File: src/hdl/tx_level_pkg.sv
package tx_level_pkg;

   // Register port geometry
   localparam int          ADDR_W            = 3;
   localparam int          DATA_W            = 8;

   // Register offsets
   localparam logic [2:0]  ADDR_LEVEL_CTRL   = 3'h0;
   localparam logic [2:0]  ADDR_MODE         = 3'h1;
   localparam logic [2:0]  ADDR_STATUS       = 3'h2;
   localparam logic [2:0]  ADDR_IRQ_STATUS   = 3'h3;
   localparam logic [2:0]  ADDR_IRQ_MASK     = 3'h4;

   // Level control layout
   localparam int          CTRL_W            = 4;
   localparam int          FIXED_BIT         = 3;
   localparam int          CODE_W            = 3;
   localparam logic [3:0]  LEVEL_CTRL_RST    = 4'h0;
   localparam int          MODE_BIT          = 0;

   // Attenuation code: 0 is 0 dB, each step adds 3 dB
   localparam int          ATTEN_STEP_DB     = 3;
   localparam int          ATTEN_MAX_DB      = 21;
   localparam logic [2:0]  CODE_MAX_GAIN     = 3'h0;
   localparam logic [2:0]  CODE_MIN_GAIN     = 3'h7;
   localparam logic [2:0]  CODE_STEP         = 3'h1;

   // Level loop timing, in chip clocks
   localparam int          LOOP_CHIPS        = 16;
   localparam int          CHIPS_PER_BIT     = 8;
   localparam int          WIN_W             = 5;

   // Transmit-enable hold after the return to receive
   localparam int          CLK_MHZ           = 10;
   localparam int          TXEN_HOLD_NS      = 10000;
   localparam int          TXEN_HOLD_CYC     = (TXEN_HOLD_NS * CLK_MHZ + 999) / 1000;
   localparam int          HOLD_W            = 8;

   // Interrupt bits
   localparam int          IRQ_W             = 3;
   localparam int          IRQ_OVERCURRENT   = 0;
   localparam int          IRQ_OVERTEMP      = 1;
   localparam int          IRQ_LOOP_DONE     = 2;
   localparam logic [2:0]  IRQ_MASK_RST      = 3'h0;

   // Status bits
   localparam int          ST_OC             = 3;
   localparam int          ST_OT             = 4;
   localparam int          ST_LOOP           = 5;
   localparam int          ST_TX             = 6;

   // Synchronised pin indices
   localparam int          SY_CHIP           = 0;
   localparam int          SY_BELOW          = 1;
   localparam int          SY_ABOVE          = 2;
   localparam int          SY_OC             = 3;
   localparam int          SY_OT             = 4;
   localparam int          SY_DRV            = 5;
   localparam int          SYNC_W            = 6;

   typedef enum logic [0:0] {PH_EVAL, PH_APPLY} loop_phase_t;

endpackage : tx_level_pkg

File: src/hdl/pin_sync.sv
`timescale 1ns/1ps
module pin_sync #(
   parameter int W = 1
) (
   input  wire logic         clk,
   input  wire logic         rst_n,
   input  wire logic [W-1:0] din,
   output logic      [W-1:0] dout
);

   typedef struct packed {
      logic [W-1:0] s1;
      logic [W-1:0] s2;
      logic [W-1:0] s3;
      logic [W-1:0] val;
   } sync_t;

   sync_t s_q;
   sync_t s_d;

   // A change counts only once the second and third stages agree
   always_comb begin
      s_d    = s_q;
      s_d.s1 = din;
      s_d.s2 = s_q.s1;
      s_d.s3 = s_q.s2;
      for (int i = 0; i < W; i++) begin
         if (s_q.s2[i] == s_q.s3[i]) begin
            s_d.val[i] = s_q.s3[i];
         end
      end
   end

   always_ff @(posedge clk or negedge rst_n) begin
      if (!rst_n) begin
         s_q <= '0;
      end else begin
         s_q <= s_d;
      end
   end

   assign dout = s_q.val;

endmodule : pin_sync

File: src/hdl/tx_level_control.sv
// Design decisions made here: the plain strobed port and the register addresses.
`timescale 1ns/1ps
// What this block does
// - Fixed bit set: attenuation follows the written three-bit code, loop leaves it alone.
// - Eight attenuation codes, 3 dB apart, code 0 is 0 dB, code 7 is -21 dB.
// - Fixed bit clear: level is set automatically from the sensed peak.
// - Peak below low threshold raises level a step, above high lowers it.
// - One chip clock evaluates, the next applies the new gain.
// - Loop runs only for the first 16 chip clocks after entering transmit.
// - Reset leaves the level at minimum, the largest attenuation.
// - Level is retained through receive; next frame starts from it.
// - Transmit-enable output is driven low while transmitting, released otherwise.
// - After transmit ends, transmit-enable stays low a short extra time.
// - Overcurrent flag high means load current reached the limit.
// - Overcurrent flag low again once the current recovers.
// - Amplifier runs only while its enable input is low.
// - Overtemperature disables the amplifier; it returns when cleared and still enabled.
// - Chip clock from the PLL runs at eight times the bit rate.
// - Mode flag high selects transmit, low selects receive.
module tx_level_control
   import tx_level_pkg::*;
#(
   parameter int LOOP_LEN  = LOOP_CHIPS,
   parameter int HOLD_CYC  = TXEN_HOLD_CYC
) (
   input  wire logic              clk,
   input  wire logic              rst_n,
   input  wire logic [ADDR_W-1:0] addr,
   input  wire logic [DATA_W-1:0] wr_data,
   input  wire logic              wr_en,
   input  wire logic              rd_en,
   output logic      [DATA_W-1:0] rd_data,
   input  wire logic              chip_clk_pin,
   input  wire logic              peak_below_low,
   input  wire logic              peak_above_high,
   input  wire logic              overcurrent_flag,
   input  wire logic              over_temp,
   input  wire logic              driver_enable_n,
   output logic      [CODE_W-1:0] attenuation_code,
   output logic                   transmit_active_n_out,
   output logic                   transmit_active_n_oe,
   output logic                   amp_enable,
   output logic                   irq
);

   typedef struct packed {
      logic [CTRL_W-1:0] lvl_ctrl;
      logic              mode;
      logic [IRQ_W-1:0]  mask;
      logic [IRQ_W-1:0]  irq_st;
      logic [CODE_W-1:0] level;
      logic [WIN_W-1:0]  win_cnt;
      loop_phase_t       phase;
      logic              step_up;
      logic              step_dn;
      logic [HOLD_W-1:0] hold_cnt;
      logic              mode_prev;
      logic              chip_prev;
      logic              oc_prev;
      logic              ot_prev;
      logic [DATA_W-1:0] rd_data;
      logic              txa_out;
      logic              txa_oe;
      logic              amp_en;
      logic              irq;
   } state_t;

   state_t            s_q;
   state_t            s_d;
   logic [SYNC_W-1:0] sy;
   logic              chip_rise;
   logic              mode_rise;
   logic              mode_fall;
   logic              fixed;
   logic [IRQ_W-1:0]  irq_set;
   logic [IRQ_W-1:0]  irq_clr;
   logic [DATA_W-1:0] status_word;

   // All pins from the analogue side and the PLL cross into clk here
   pin_sync #(
      .W    (SYNC_W)
   ) u_sync (
      .clk  (clk),
      .rst_n(rst_n),
      // Enable inverted before sync so the reset value of the stage means amplifier off
      .din  ({~driver_enable_n, over_temp, overcurrent_flag,
              peak_above_high, peak_below_low, chip_clk_pin}),
      .dout (sy)
   );

   // Chip clock is slow against clk, so an edge detect suffices
   assign chip_rise = sy[SY_CHIP] & ~s_q.chip_prev;
   assign mode_rise = s_q.mode & ~s_q.mode_prev;
   assign mode_fall = ~s_q.mode & s_q.mode_prev;
   assign fixed     = s_q.lvl_ctrl[FIXED_BIT];

   always_comb begin
      status_word              = '0;
      status_word[CODE_W-1:0]  = s_q.level;
      status_word[ST_OC]       = sy[SY_OC];
      status_word[ST_OT]       = sy[SY_OT];
      status_word[ST_LOOP]     = (s_q.win_cnt != '0);
      status_word[ST_TX]       = s_q.mode;
   end

   always_comb begin
      irq_set                  = '0;
      irq_set[IRQ_OVERCURRENT] = sy[SY_OC] & ~s_q.oc_prev;
      irq_set[IRQ_OVERTEMP]    = sy[SY_OT] & ~s_q.ot_prev;
      irq_set[IRQ_LOOP_DONE]   = chip_rise & ~fixed & (s_q.win_cnt == WIN_W'(1));
      irq_clr                  = '0;
      if (wr_en && addr == ADDR_IRQ_STATUS) begin
         irq_clr = wr_data[IRQ_W-1:0];
      end
   end

   always_comb begin
      s_d           = s_q;
      s_d.chip_prev = sy[SY_CHIP];
      s_d.oc_prev   = sy[SY_OC];
      s_d.ot_prev   = sy[SY_OT];
      s_d.mode_prev = s_q.mode;

      if (wr_en) begin
         case (addr)
            ADDR_LEVEL_CTRL: begin
               s_d.lvl_ctrl = wr_data[CTRL_W-1:0];
            end
            ADDR_MODE: begin
               s_d.mode = wr_data[MODE_BIT];
            end
            ADDR_IRQ_MASK: begin
               s_d.mask = wr_data[IRQ_W-1:0];
            end
            default: begin
            end
         endcase
      end

      // Set wins over a clear in the same cycle
      s_d.irq_st = (s_q.irq_st & ~irq_clr) | irq_set;

      if (fixed) begin
         s_d.level   = s_q.lvl_ctrl[CODE_W-1:0];
         s_d.phase   = PH_EVAL;
         s_d.step_up = 1'b0;
         s_d.step_dn = 1'b0;
         if (chip_rise && s_q.win_cnt != '0) begin
            s_d.win_cnt = s_q.win_cnt - WIN_W'(1);
         end
      // Leaving transmit stops the loop at once, even between evaluate and apply
      end else if (chip_rise && s_q.win_cnt != '0 && s_q.mode) begin
         s_d.win_cnt = s_q.win_cnt - WIN_W'(1);
         case (s_q.phase)
            PH_EVAL: begin
               // Sampled once here; outside the window nothing looks at them
               s_d.step_up = sy[SY_BELOW];
               s_d.step_dn = sy[SY_ABOVE] & ~sy[SY_BELOW];
               s_d.phase   = PH_APPLY;
            end
            PH_APPLY: begin
               if (s_q.step_up && s_q.level != CODE_MAX_GAIN) begin
                  s_d.level = s_q.level - CODE_STEP;
               end else if (s_q.step_dn && s_q.level != CODE_MIN_GAIN) begin
                  s_d.level = s_q.level + CODE_STEP;
               end
               s_d.phase = PH_EVAL;
            end
            default: begin
               s_d.phase = PH_EVAL;
            end
         endcase
      end

      // Window opens on every entry to transmit, closes on leaving it
      if (mode_rise) begin
         s_d.win_cnt = WIN_W'(LOOP_LEN);
         s_d.phase   = PH_EVAL;
      end else if (!s_q.mode) begin
         s_d.win_cnt = '0;
      end

      // Hold keeps the external driver on while the last sine dies out
      if (mode_fall) begin
         s_d.hold_cnt = HOLD_W'(HOLD_CYC);
      end else if (s_q.hold_cnt != '0) begin
         s_d.hold_cnt = s_q.hold_cnt - HOLD_W'(1);
      end
      s_d.txa_out = 1'b0;
      s_d.txa_oe  = s_q.mode | mode_fall | (s_q.hold_cnt > HOLD_W'(1));

      // Amplifier needs its low enable and no thermal shutdown
      s_d.amp_en = sy[SY_DRV] & ~sy[SY_OT];

      s_d.irq = |(s_d.irq_st & s_d.mask);

      s_d.rd_data = '0;
      if (rd_en) begin
         case (addr)
            ADDR_LEVEL_CTRL: begin
               s_d.rd_data[CTRL_W-1:0] = s_q.lvl_ctrl;
            end
            ADDR_MODE: begin
               s_d.rd_data[MODE_BIT] = s_q.mode;
            end
            ADDR_STATUS: begin
               s_d.rd_data = status_word;
            end
            ADDR_IRQ_STATUS: begin
               s_d.rd_data[IRQ_W-1:0] = s_q.irq_st;
            end
            ADDR_IRQ_MASK: begin
               s_d.rd_data[IRQ_W-1:0] = s_q.mask;
            end
            default: begin
               s_d.rd_data = '0;
            end
         endcase
      end
   end

   always_ff @(posedge clk or negedge rst_n) begin
      if (!rst_n) begin
         s_q          <= '0;
         s_q.lvl_ctrl <= LEVEL_CTRL_RST;
         s_q.mask     <= IRQ_MASK_RST;
         s_q.level    <= CODE_MIN_GAIN;
         s_q.phase    <= PH_EVAL;
      end else begin
         s_q <= s_d;
      end
   end

   assign rd_data               = s_q.rd_data;
   assign attenuation_code      = s_q.level;
   assign transmit_active_n_out = s_q.txa_out;
   assign transmit_active_n_oe  = s_q.txa_oe;
   assign amp_enable            = s_q.amp_en;
   assign irq                   = s_q.irq;
endmodule : tx_level_control

File: config.mk
export PLATFORM = sky130hd
export DESIGN_NAME = tx_level_control
export DESIGN_NICKNAME = d
export VERILOG_FILES = /design/src/hdl/tx_level_pkg.sv /design/src/hdl/pin_sync.sv /design/src/hdl/tx_level_control.sv
export SDC_FILE = /design/constraint.sdc
export NUM_CORES = 1
export LEC_CHECK = 0
export ABC_AREA = 1
export BUFFER_PORTS_ARGS = -buffer_cell sky130_fd_sc_hd__buf_2
export CAP_MARGIN = 25
export CORE_MARGIN = 8
export CORE_UTILIZATION = 50
export DETAILED_ROUTE_END_ITERATION = 16
export PLACE_DENSITY = 0.73
export RECOVER_POWER = 100
export SYNTH_ARGS = -nofsm -noshare
export SYNTH_HDL_FRONTEND = slang
export SYNTH_SLANG_ARGS = --single-unit
File: constraint.sdc
create_clock -name clk -period 1.6 [get_ports clk]
set_input_delay 0.16 -clock clk [delete_from_list [all_inputs] [get_ports clk]]
set_output_delay 0.16 -clock clk [all_outputs]
set_load 0.005 [all_outputs]
==> impl_metrics.py <==
metrics = {
    "status": {
        "status": "finished clean",
    },
    "clock_tree": {
        "cts.clk_slew.worst_paths_ps": 70,
        "cts_inserted_buffers": 9,
        "clk_latency_ps": 340,
        "cts.sinks": 68,
        "h-tree-depth": 3,
        "cts_tree": "yes",
        "root_buffer": "clkbuf_8",
        "cts_buffer_depth": 2,
    },
    "drt": {
        "vias": 2086,
        "wl_met2_um": 2603,
        "drt_wl_total_um": 5358,
        "top_layer": "met4",
        "dr.first_iter.drc_count": 69,
        "drc": 0,
        "wl_met3_um": 229,
        "viasPerCell": 4.943,
        "drtPass1Iterations": 4,
        "detail-route-antenna-nets": 0,
        "m1WireLength_um": 2408,
        "wire_per_inst_um": 12.70,
    },
    "global_route": {
        "grt_start_max_net_pins": 24,
        "gr-usage-all-layers": 0.1375,
        "grt_pass1_wl_um": 9287,
        "antenna_found_initial": 0,
        "grt_pass1_vias": 2138,
        "grt.overflow.total": 0,
    },
    "yosys": {
        "syn_inst": 300,
        "synth_most_common_cell": "dfrtp_1",
        "synth_seq_area_share": 0.5885,
        "syn_area_um2": 2898,
        "synth-edff-count": 0,
        "synth_top_area_frac": 0.5613,
        "yosys_warnings": 0,
        "synth_area_leaders": "dfrtp_1 (56%), nand2_1 (7.5%), nand3_1 (4.3%)",
        "synth_common_cells": "dfrtp_1 (65), nand2_1 (58), inv_1 (29)",
        "synth_cell_types": 32,
        "ys_seq_elements": 68,
        "synth_largest_area_cell": "dfrtp_1",
        "synthFlopType": "dfrtp_1",
        "syn_area_per_cell_um2": 9.659,
        "async_reset_ff_frac": 1.000,
    },
    "sta": {
        "fin_crit_ps": 1582,
        "relSlewSlack": 0.5517,
        "tns_ps": 0,
        "hold_viol": 0,
        "clock.fmax_ghz": 0.6322,
        "fin_crit_sh": 0.9887,
        "setup_viol": 0,
        "tightest_slew_ps": 672.5,
        "skew_ps": 5.204,
        "maxSlewViolCount": 0,
    },
    "die": {
        "die_y_um": 92.13,
        "die_area_um2": 8488,
        "pin_count": 36,
        "die_width_um": 92.13,
        "core.rowCount": 27,
        "fp.coreArea_um2": 5540,
        "start_util": 0.5230,
    },
    "power": {
        "seq_power_share": 0.454,
        "ir_drop_v": 0.0008074,
        "power_density_nw_per_um2": 1416,
        "swShare": 0.3127,
        "p_sw_uw": 1507,
        "power_frac_comb": 0.221,
        "clock_power_share": 0.325,
        "p_int_uw": 3314,
        "p_leak_uw": 0.001648,
    },
    "worst_setup_path": {
        "required_ps": 1870,
        "worstSetupEndpointType": "flip-flop",
        "cp_max_fo": 4,
        "arrival_ps": 1860,
        "cp-start-kind": "flip-flop",
        "crit_type": "flip-flop to flip-flop",
    },
    "min_path": {
        "hp-class": "primary input to flip-flop",
    },
    "placement": {
        "io_buffers": 29,
        "place.gp.congestion": 0.8499,
        "dp.cells": 396,
        "dp_hpwl_um": 3866,
    },
    "cells_and_area": {
        "final_nets": 372,
        "diodes": 0,
        "fin_cells": 422,
        "drive_gt1_frac": 0.2057,
        "syn2layout_area_growth_pct": 17.49,
        "utilization": 0.6145,
    },
    "job": {
        "max_cap_violations": 0,
    },
}
[per-stage QoR]
step                worst slack [ps]  power, µW  hold slack [ps]  area, µm²
finish                         18.14       4821            88.70       3405
global route                  -41.95       5127            90.96       3405
CTS                           -5.739       4813            71.72       3413
detailed placement            -5.438       3220            84.73       3117
global placement               65.49       3172            82.78       3117
floorplan                      107.3       2933           -135.6       2902
[cells by family (layout without fill, tap and decap cells)]
group                      after synthesis  count (layout)  share of synthesized area
and+or+nand+nor                        125             125                     0.1934
DFF                                     68              68                     0.5885
buffers and inverters                   49              98                    0.07902
AOI/OAI and AO/OA                       43              43                    0.08247
adders and majority gates               12              12                    0.04922
xor gates and xnor gates                 2               2                   0.006046
other                                    1               2                   0.001294
[final cells by class]
type / count / area [µm²]
inverters: 37 / 138.9
multi-input cells: 184 / 987.2
clock buffers: 9 / 123.9
well taps: 72 / 90.09
flip-flops and latches: 68 / 1705
clock inverters: 7 / 100.1
fillers: 489 / 2136
repair buffers: 45 / 259.0
[critical path, cell delays in order (launching register included)]
cell	delay, ps
dfstp_2	540
inv_2	60
nand3_2	80
nand2_2	70
fa_2	540
nand2_1	50
o21ai_0	90
o21ai_1	80
[metal layers]
layer,global-route usage,vias to the layer above
li1,-,1047
met1,0.1640,986
met2,0.2110,43
met3,0.04238,10
met4,0.08993,0
met5,0,-
[power groups by stage]
stage	Clock, µW	Combinational (µW)	Sequential (µW)
after global routing	1680	1220	2230
after floorplan	0	752	2180
after detailed placement	0	999	2220
after global placement	0	966	2210
final	1570	1070	2190
after CTS	1600	1020	2190
[cell usage in the layout, fill, tap and decap left out, types with 2 or more instances in the layout]
master	instances
nor2_1	23
clkbuf_8	9
a22o_1	2
inv_2	8
o22ai_1	2
bufinv_16	2
nand3_2	3
clkbuf_2	3
ha_1	5
clkbuf_1	8
clkinvlp_4	3
nand2_1	57
nor2_2	2
o21ai_1	14
nand4_1	4
maj3_1	6
nand3_1	22
inv_1	29
a21oi_1	10
dlygate4sd3_1	7
dfstp_2	3
buf_4	4
conb_1	2
nand2_2	5
o21ai_0	10
dfrtp_1	65
nor3_1	2
or2_1	2
or2_2	3
buf_2	22
[path summary, 6_finish.rpt]
check,from,slack (ps),end,cells after the start
worst max-delay path,attenuation_code[0],20,attenuation_code[1],7
max in group asynchronous,rst_n,270,s_q[16],3
worst min-delay path,wr_data[3],90,fixed,3
worst min register to register,u_sync.s_d[13],350,u_sync.s_d[7],0
worst max register to register,attenuation_code[0],20,attenuation_code[1],7
min in group asynchronous,rst_n,360,u_sync.s_d[16],2
[sequential cells by signal (all words and copies together) (netlist names), 3 cells and up]
| signal | cells |
|---|---|
| s_q | 29 |
| u_sync.s_d | 12 |
| rd_data | 7 |
| u_sync.dout | 6 |
| u_sync.s_q | 6 |
| attenuation_code | 3 |
[what timing repair did]
action,in CTS,in global routing
pin swaps,0,2
hold endpoints to repair,17,0
buffers inserted,0,3
setup endpoints to repair,2,2
hold buffers,7,0
resized for setup,1,6
No activity file was read; power rests on OpenSTA's default activity.
